===== src/hw/tfc_consts.vh =====
// Purpose: constants for the tunable filter control register bank
// Assumes: 15-bit register addresses, 8-bit registers, serial frame MSB first
// Notes: definitions only
`ifndef TFC_CONSTS_VH
`define TFC_CONSTS_VH

// register offsets
`define TFC_ADDR_PART_HIGH 15'h0005
`define TFC_ADDR_REVISION 15'h000c
`define TFC_ADDR_SEQ_STOP 15'h0011
`define TFC_ADDR_SEQ_START 15'h0012
`define TFC_ADDR_SEQ_DIR 15'h0013
`define TFC_ADDR_SEQ_POS 15'h0014
`define TFC_ADDR_DIR_CENTER 15'h0020
`define TFC_ADDR_DIR_WIDTH 15'h0021
`define TFC_ADDR_DIR_MATCH 15'h0022
`define TFC_ADDR_SETUP 15'h0050
`define TFC_ADDR_RB_CENTER 15'h0060
`define TFC_ADDR_RB_WIDTH 15'h0061
`define TFC_ADDR_RB_MATCH 15'h0062
`define TFC_ADDR_LUT_FIRST 15'h0100
`define TFC_ADDR_LUT_LAST 15'h015f

// field positions
`define TFC_INDEX_MSB 6
`define TFC_DIR_BIT 0
`define TFC_AUTO_BIT 0
`define TFC_REV_MSB 3

// reset values
`define TFC_RST_STOP 7'h7f
`define TFC_RST_START 7'h00
`define TFC_RST_CODE 8'h00

// serial frame layout: read flag, 15 address bits, 8 data bits
`define TFC_FRAME_ADDR_BITS 5'h10
`define TFC_FRAME_BITS 5'h18
`define TFC_SDO_LOAD_DELAY 2'h2

`endif


===== src/hw/tfc_lut_mem.v =====
// Purpose: lookup table store, one word of three 8-bit codes per entry
// Assumes: single clock, registered read, byte lane write enables
// Notes: lane 0 centre, lane 1 width, lane 2 match
module tfc_lut_mem #(
	parameter ENTRIES = 32,
	parameter AW = 5
) (
	// clocking
	input wire clk,
	input wire resetn,
	input wire ce,
	// write side
	input wire [AW-1:0] waddr,
	input wire [2:0] wlane,
	input wire [7:0] wdata,
	// read side
	input wire [AW-1:0] raddr,
	output reg [23:0] rdata
);
	reg [23:0] mem [0:ENTRIES-1];
	integer i;

	// table entries reset to zero, lanes written one byte at a time
	always @(posedge clk or negedge resetn) begin
		if (!resetn) begin
			for (i = 0; i < ENTRIES; i = i + 1) begin
				mem[i] <= 24'h00_0000;
			end
			rdata <= 24'h00_0000;
		end else if (ce) begin
			if (wlane[0]) mem[waddr][7:0] <= wdata;
			if (wlane[1]) mem[waddr][15:8] <= wdata;
			if (wlane[2]) mem[waddr][23:16] <= wdata;
			rdata <= mem[raddr];
		end
	end
endmodule


===== src/hw/tfc_regs.v =====
// Purpose: register bank and table sequencer of a tunable band-pass filter
// Assumes: serial port pins synchronous to clk, sclk phases at least 4 clk long
// Notes: frame is read flag, 15-bit address, 8 data bits; sdo loads 2 clk after the 16th sclk rise, then changes on sclk fall
`include "tfc_consts.vh"
module tfc_regs #(
	parameter [7:0] PART_CODE_HIGH = 8'h5a, // arbitrary value
	parameter [3:0] REVISION_CODE = 4'h3, // arbitrary value
	parameter LUT_ENTRIES = 32
) (
	// clocking
	input wire clk,
	input wire resetn,
	input wire ce,
	// serial port
	input wire sclk,
	input wire cs_n,
	input wire sdi,
	output reg sdo,
	// sequencing and interpolation inputs
	input wire table_sequencing_mode,
	input wire [7:0] auto_center_code,
	input wire [7:0] auto_width_code,
	input wire [7:0] auto_match_code,
	// codes applied to the filter
	output reg [7:0] applied_center_code,
	output reg [7:0] applied_width_code,
	output reg [7:0] applied_match_code
);
	// maps a table offset to entry and lane, used for reads and writes
	function [6:0] lut_entry;
		input [6:0] off;
		begin
			lut_entry = off / 7'h03;
		end
	endfunction
	function [2:0] lut_lane;
		input [6:0] off;
		reg [6:0] rem;
		begin
			rem = off - lut_entry(off) * 7'h03;
			lut_lane = (rem == 7'h00) ? 3'b001 : (rem == 7'h01) ? 3'b010 : 3'b100;
		end
	endfunction

	// register state
	reg [6:0] stop_r, start_r, pos_r;
	reg dir_r, auto_r;
	reg [7:0] dcenter_r, dwidth_r, dmatch_r;
	// serial port state
	reg sclk_q, cs_n_q;
	reg [4:0] bit_cnt_r;
	reg [22:0] shin_r;
	reg rd_r;
	reg [14:0] addr_r;
	reg [7:0] shout_r;
	reg [1:0] load_cnt_r;
	reg fetch_r;
	wire [23:0] lut_rdata;

	wire sclk_rise = sclk & ~sclk_q & ~cs_n;
	wire sclk_fall = ~sclk & sclk_q & ~cs_n;
	wire cs_rise = cs_n & ~cs_n_q;
	wire [4:0] bit_cnt_inc = bit_cnt_r + 5'h01;
	wire addr_done = sclk_rise & (bit_cnt_inc == `TFC_FRAME_ADDR_BITS);
	wire data_done = sclk_rise & (bit_cnt_inc == `TFC_FRAME_BITS) & ~rd_r;
	wire [14:0] frame_addr = {shin_r[13:0], sdi};
	wire [7:0] wr_data = {shin_r[6:0], sdi};
	wire wr_stop = data_done & (addr_r == `TFC_ADDR_SEQ_STOP);
	wire wr_start = data_done & (addr_r == `TFC_ADDR_SEQ_START);
	wire wr_dir = data_done & (addr_r == `TFC_ADDR_SEQ_DIR);
	wire in_lut = (addr_r >= `TFC_ADDR_LUT_FIRST) && (addr_r <= `TFC_ADDR_LUT_LAST);
	wire [14:0] lut_off_full = addr_r - `TFC_ADDR_LUT_FIRST;
	wire [6:0] lut_off = lut_off_full[6:0]; // table offsets reach 0x5f, fits 7 bits
	wire [6:0] lut_ent = lut_entry(lut_off);
	wire [2:0] lut_wlane = (data_done & in_lut) ? lut_lane(lut_off) : 3'b000;

	// sequencer next values after a write and after a step
	reg [6:0] stop_nxt, start_nxt, pos_nxt, step_pos;
	reg dir_nxt;
	always @* begin
		stop_nxt = wr_stop ? wr_data[`TFC_INDEX_MSB:0] : stop_r;
		start_nxt = wr_start ? wr_data[`TFC_INDEX_MSB:0] : start_r;
		dir_nxt = wr_dir ? wr_data[`TFC_DIR_BIT] : dir_r;
		if (!dir_r) begin
			step_pos = (pos_r == stop_r) ? start_r : pos_r + 7'h01;
		end else begin
			step_pos = (pos_r == start_r) ? stop_r : pos_r - 7'h01;
		end
		pos_nxt = pos_r;
		if (fetch_r) begin
			pos_nxt = step_pos;
		end
		if ((stop_nxt != stop_r) || (start_nxt != start_r) || (dir_nxt != dir_r)) begin
			pos_nxt = dir_nxt ? stop_nxt : start_nxt;
		end
	end

	// control registers and sequencer position
	always @(posedge clk or negedge resetn) begin
		if (!resetn) begin
			stop_r <= `TFC_RST_STOP;
			start_r <= `TFC_RST_START;
			dir_r <= 1'b0;
			pos_r <= 7'h00;
			auto_r <= 1'b0;
			dcenter_r <= `TFC_RST_CODE;
			dwidth_r <= `TFC_RST_CODE;
			dmatch_r <= `TFC_RST_CODE;
		end else if (ce) begin
			stop_r <= stop_nxt;
			start_r <= start_nxt;
			dir_r <= dir_nxt;
			pos_r <= pos_nxt;
			if (data_done && addr_r == `TFC_ADDR_SETUP) auto_r <= wr_data[`TFC_AUTO_BIT];
			if (data_done && addr_r == `TFC_ADDR_DIR_CENTER) dcenter_r <= wr_data;
			if (data_done && addr_r == `TFC_ADDR_DIR_WIDTH) dwidth_r <= wr_data;
			if (data_done && addr_r == `TFC_ADDR_DIR_MATCH) dmatch_r <= wr_data;
		end
	end

	// applied codes: table entry on each cs rise in sequencing mode, else source per auto bit
	always @(posedge clk or negedge resetn) begin
		if (!resetn) begin
			fetch_r <= 1'b0;
			applied_center_code <= `TFC_RST_CODE;
			applied_width_code <= `TFC_RST_CODE;
			applied_match_code <= `TFC_RST_CODE;
		end else if (ce) begin
			fetch_r <= cs_rise & table_sequencing_mode;
			if (table_sequencing_mode) begin
				if (fetch_r) begin
					applied_center_code <= lut_rdata[7:0];
					applied_width_code <= lut_rdata[15:8];
					applied_match_code <= lut_rdata[23:16];
				end
			end else if (auto_r) begin
				applied_center_code <= auto_center_code;
				applied_width_code <= auto_width_code;
				applied_match_code <= auto_match_code;
			end else begin
				applied_center_code <= dcenter_r;
				applied_width_code <= dwidth_r;
				applied_match_code <= dmatch_r;
			end
		end
	end

	// read data for the latched address
	reg [7:0] rd_data;
	always @* begin
		rd_data = 8'h00;
		case (addr_r)
			`TFC_ADDR_PART_HIGH: rd_data = PART_CODE_HIGH;
			`TFC_ADDR_REVISION: rd_data = {4'h0, REVISION_CODE};
			`TFC_ADDR_SEQ_STOP: rd_data = {1'b0, stop_r};
			`TFC_ADDR_SEQ_START: rd_data = {1'b0, start_r};
			`TFC_ADDR_SEQ_DIR: rd_data = {7'h00, dir_r};
			`TFC_ADDR_SEQ_POS: rd_data = {1'b0, pos_r};
			`TFC_ADDR_DIR_CENTER: rd_data = dcenter_r;
			`TFC_ADDR_DIR_WIDTH: rd_data = dwidth_r;
			`TFC_ADDR_DIR_MATCH: rd_data = dmatch_r;
			`TFC_ADDR_SETUP: rd_data = {7'h00, auto_r};
			`TFC_ADDR_RB_CENTER: rd_data = applied_center_code;
			`TFC_ADDR_RB_WIDTH: rd_data = applied_width_code;
			`TFC_ADDR_RB_MATCH: rd_data = applied_match_code;
			default: begin
				if (in_lut) begin
					case (lut_lane(lut_off))
						3'b001: rd_data = lut_rdata[7:0];
						3'b010: rd_data = lut_rdata[15:8];
						default: rd_data = lut_rdata[23:16];
					endcase
				end
			end
		endcase
	end

	// serial frame: shift in on sclk rise, shift out on sclk fall
	always @(posedge clk or negedge resetn) begin
		if (!resetn) begin
			sclk_q <= 1'b0;
			cs_n_q <= 1'b1;
			bit_cnt_r <= 5'h00;
			shin_r <= 23'h00_0000;
			rd_r <= 1'b0;
			addr_r <= 15'h0000;
			shout_r <= 8'h00;
			load_cnt_r <= 2'h0;
			sdo <= 1'b0;
		end else if (ce) begin
			sclk_q <= sclk;
			cs_n_q <= cs_n;
			if (cs_n) begin
				bit_cnt_r <= 5'h00;
				load_cnt_r <= 2'h0;
			end else if (sclk_rise) begin
				shin_r <= {shin_r[21:0], sdi};
				if (bit_cnt_r != `TFC_FRAME_BITS) bit_cnt_r <= bit_cnt_inc;
				if (bit_cnt_r == 5'h00) rd_r <= sdi;
			end
			if (addr_done) begin
				addr_r <= frame_addr;
				load_cnt_r <= rd_r ? `TFC_SDO_LOAD_DELAY : 2'h0;
			end else if (load_cnt_r != 2'h0) begin
				load_cnt_r <= load_cnt_r - 2'h1;
				if (load_cnt_r == 2'h1) begin
					shout_r <= rd_data;
					sdo <= rd_data[7];
				end
			end else if (sclk_fall && bit_cnt_r > `TFC_FRAME_ADDR_BITS && rd_r) begin
				shout_r <= {shout_r[6:0], 1'b0};
				sdo <= shout_r[6];
			end
		end
	end

	// table store; the serial port owns the read address during a frame
	tfc_lut_mem #(
		.ENTRIES(LUT_ENTRIES),
		.AW(5)
	) u_lut (
		.clk(clk),
		.resetn(resetn),
		.ce(ce),
		.waddr(lut_ent[4:0]),
		.wlane(lut_wlane),
		.wdata(wr_data),
		.raddr(cs_n ? pos_r[4:0] : lut_ent[4:0]),
		.rdata(lut_rdata)
	);
endmodule


===== config.mk =====
export PLATFORM = sky130hd
export DESIGN_NAME = tfc_regs
export DESIGN_NICKNAME = d
export VERILOG_FILES = /design/src/hw/tfc_lut_mem.v /design/src/hw/tfc_regs.v
export VERILOG_INCLUDE_DIRS = /design/src /design/src/hw
export SDC_FILE = /design/constraint.sdc
export NUM_CORES = 2
export LEC_CHECK = 0
export ABC_AREA = 1
export BUFFER_PORTS_ARGS = -buffer_cell sky130_fd_sc_hd__buf_2
export CAP_MARGIN = 20
export CORE_MARGIN = 4
export CORE_UTILIZATION = 50
export DETAILED_ROUTE_END_ITERATION = 12
export PLACE_DENSITY = 0.71
export SYNTH_ARGS = -nofsm -noshare
export SYNTH_HDL_FRONTEND = slang
export SYNTH_SLANG_ARGS = --single-unit
export TNS_END_PERCENT = 5

===== constraint.sdc =====
create_clock -name clk -period 8.2 [get_ports clk]
set_input_delay 1.23 -clock clk [delete_from_list [all_inputs] [get_ports clk]]
set_output_delay 1.23 -clock clk [all_outputs]
set_load 0.005 [all_outputs]

==> impl_results.md <==
* Status: complete, no violations
* I/O pins at 56
* Largest net degree at the start of global routing at 187
* Rel. slew slack at 20.7%
* Hold Path Origin: cs_n_q
* CP max stage cell: nor3_4
* Worst Hold Endpoint: cs_n_q
* Die area at approximately 0.1 sq mm
* Hold depth at 2
* WP data required at 8.78 ns
* Worst Hold Margin at 0.481 ns
* Crit share post-route at about 80%
* PD cells at 247 mW/mm^2
* Core Box Area at 0.0918 sq mm
* CTS tree: done
* Fin crit period at 6.54 ns
* Reg2reg end: u_lut.mem[351]
* FF-to-FF setup slack at 1.66 ns
* Post-Syn Area per Cell at 7.68 sq um
* CTS Sinks at 911
* Synth Flop Type: dfrtp_1
* Post-CTS Resized at 0
* Yosys reg bits at 911
* Worst skew pair latency at 0.68 ns
* Seq/Total Area, Yosys at 49.3%
* Design Power at approximately 0.012 W
* Ys Warns at 0
* Number of synthesized flops with an enable pin at 0
* Vias per cell at 5.73
* ANT cells at 0
* Biggest cell delay along the critical path at 1.03 ns
* Gpl congestion at between 0.9 and 1
* Fill cells at 8610
* Max Cap Viol at 0
* Dpl hpwl at about 84 mm
* Vias in the first global route at 37800
* HP Class: reg2reg
* Initial Util at 50.4%
* F_max at about 150 MHz
* Die Y at 312 um
* Clock buffer depth at 3
* Placement Rows at approximately 110
* GRT Util Overall at between 20% and 30%
* Unrepaired setup endpoints after global routing: no
* Area delta synth->final at 8.34%
* Mapped Nets at 6082
* Final Core Density at 54.6%
* CP Capture Type: flop
* Root cell of the clock tree: clkbuf_16
* Die width at 312 um
* Reg clk slew, reported paths at 0.06 ns
* Mapped Area at 0.0463 sq mm
* Asr flop ratio synth at 100%
* Worst vdd ir at 0.188 mV
* Detailed-route via count at 40700
* CP Class: reg2reg
* Worst-Margin Slew at 1.18 ns
* Share of post-route cells with drive strength above 1 at 7.37%
* Fin. max-slew vios at 0
* Grt total ovfl at 0
* TritonCTS Buffers at 97
* Critical path's most frequent cell: nand2_1
* Setup violators final at 0
* Global-route wire length before repair at roughly 220 mm
* Nature of the critical path startpoint: flop
* Fin nets at a little under 6000
* Cells after Synth at 6023
* Post-route DRC at 0
* DR WL/cell at 19.7 um
* WP data arrival at 7.11 ns
* Port bufs at between 50 and 60
* Worst Clk Skew at 0.0320 ns
* Leakage power at 24.0 nW
* Final WL at ~140 mm
* Antenna Violating Nets Remaining at 0
* Reg2reg path depth at 31
* Initial DRC count at 5133
* CTS Hold Bufs at 0
* Post-route setup TNS at 0 ns
* Postcts setup bufs at 0
* R2R Path Start: addr_r[4]
* Initial antenna violation count at 0
* Worst-path fanout max at 16
* First-pass DRT Iterations at 8
* Yosys cell types at between 50 and 60
* Final Hold Viols at 0
* H-tree depth at 3
-- through the flow --
stage               setup WS (ns)  area (sq um)  cells
CTS                          1.74         50100   7105
detailed placement           1.78         46700   6933
floorplan                    3.52         46300   6023
finish                       1.66         50100   7106
global placement             1.93         46700   6933
global route                 1.14         50100   7106
-- area by class of cell --
cell class / count / area (sq um) / share of cell area [%]
clock buffers: 134 / 2790 / 5.56
clock inverters: 38 / 652 / 1.30
inverters: 379 / 1450 / 2.90
multi-input cells: 4294 / 20100 / 40.1
flip-flops and latches: 911 / 22800 / 45.5
well taps: 1243 / 1560 / 3.10
repair buffers: 107 / 796 / 1.59
-- cell families after synthesis --
kind of cell,count (synthesis),synth area share [%]
fa+ha+maj,28,0.838
compound gates,1019,11.5
buf+inv,818,7.49
mux,7,0.170
simple gates,3212,30.1
xor+xnor,28,0.530
flops,911,49.3
-- power breakdown --
group,total (W),internal (W),switching [W]
Combinational,0.00278,0.000635,0.00214
Sequential,0.00488,0.00464,0.000239
Clock,0.00473,0.00285,0.00189
-- Yosys cell counts (25+ instances only) --
cell type | number | area [sq um]
buf_4 | 36 | 270
inv_1 | 355 | 1330
buf_2 | 147 | 736
o22ai_1 | 25 | 156
nand2_4 | 60 | 676
dfrtp_1 | 903 | 22600
o21ai_0 | 872 | 4360
nand3_1 | 929 | 4650
nand2_2 | 37 | 231
nand2_1 | 2031 | 7620
clkbuf_1 | 236 | 886
nor2_1 | 99 | 372
o21ai_1 | 32 | 160
-- metal layers --
layer / up-vias / routed length [um] / track usage, %
met4: 0 / 6470 / 11.6
met3: 349 / 11200 / 4.79
met2: 1710 / 63000 / 43.6
met5: - / 0 / 0
li1: 19100 / - / -
met1: 19500 / 59600 / 40.3
-- critical path: cells and delay by family (launching register included) --
kind / cells / cell delay (ns)
AO/OA/AOI/OAI: 4 / 0.64
XOR/XNOR: 1 / 0.08
adder cells (fa/ha/maj): 4 / 1.06
buffers and inverters: 5 / 0.41
flip-flops: 1 / 0.46
AND/OR/NAND/NOR: 17 / 3.77
-- state kept, by name (all words and copies together), names as in the netlist --
name and cells:
start_r 7, sclk_q 1, applied_width_code 8, shout_r 7
pos_r 7, fetch_r 1, applied_match_code 8, u_lut.mem 768
dir_r 1, addr_r 15, u_lut.rdata 24, dwidth_r 8
bit_cnt_r 5, shin_r 14, auto_r 1, dcenter_r 8
rd_r 1, load_cnt_r 2, stop_r 7, dmatch_r 8
applied_center_code 8, cs_n_q 1, sdo 1
-- cells in the final DEF (no fill, tap or decap), types with 16 or more instances in the layout --
cell type / instances
nand2_2: 36
clkbuf_16: 98
o211ai_1: 22
buf_4: 43
a21oi_1: 22
o22ai_1: 25
xor2_1: 19
nand2_4: 61
o21ai_1: 29
nor3_1: 21
inv_1: 352
nand2_1: 2030
clkbuf_8: 20
buf_2: 54
nor2_1: 99
nand3_1: 929
clkbuf_1: 16
o21ai_0: 871
dfrtp_1: 903
ha_1: 23
-- worst max path at each step --
stage,start,to,slack (ns),cells after the start
CTS,addr_r[4],u_lut.mem[351],1.74,31
finish,addr_r[4],u_lut.mem[351],1.66,31
global route,addr_r[5],u_lut.mem[323],1.14,31
detailed placement,addr_r[4],u_lut.mem[338],1.78,33
global placement,addr_r[4],u_lut.mem[345],1.93,32
floorplan,addr_r[5],u_lut.mem[518],3.52,34
Note: power is estimated with default switching activity, not from simulation.
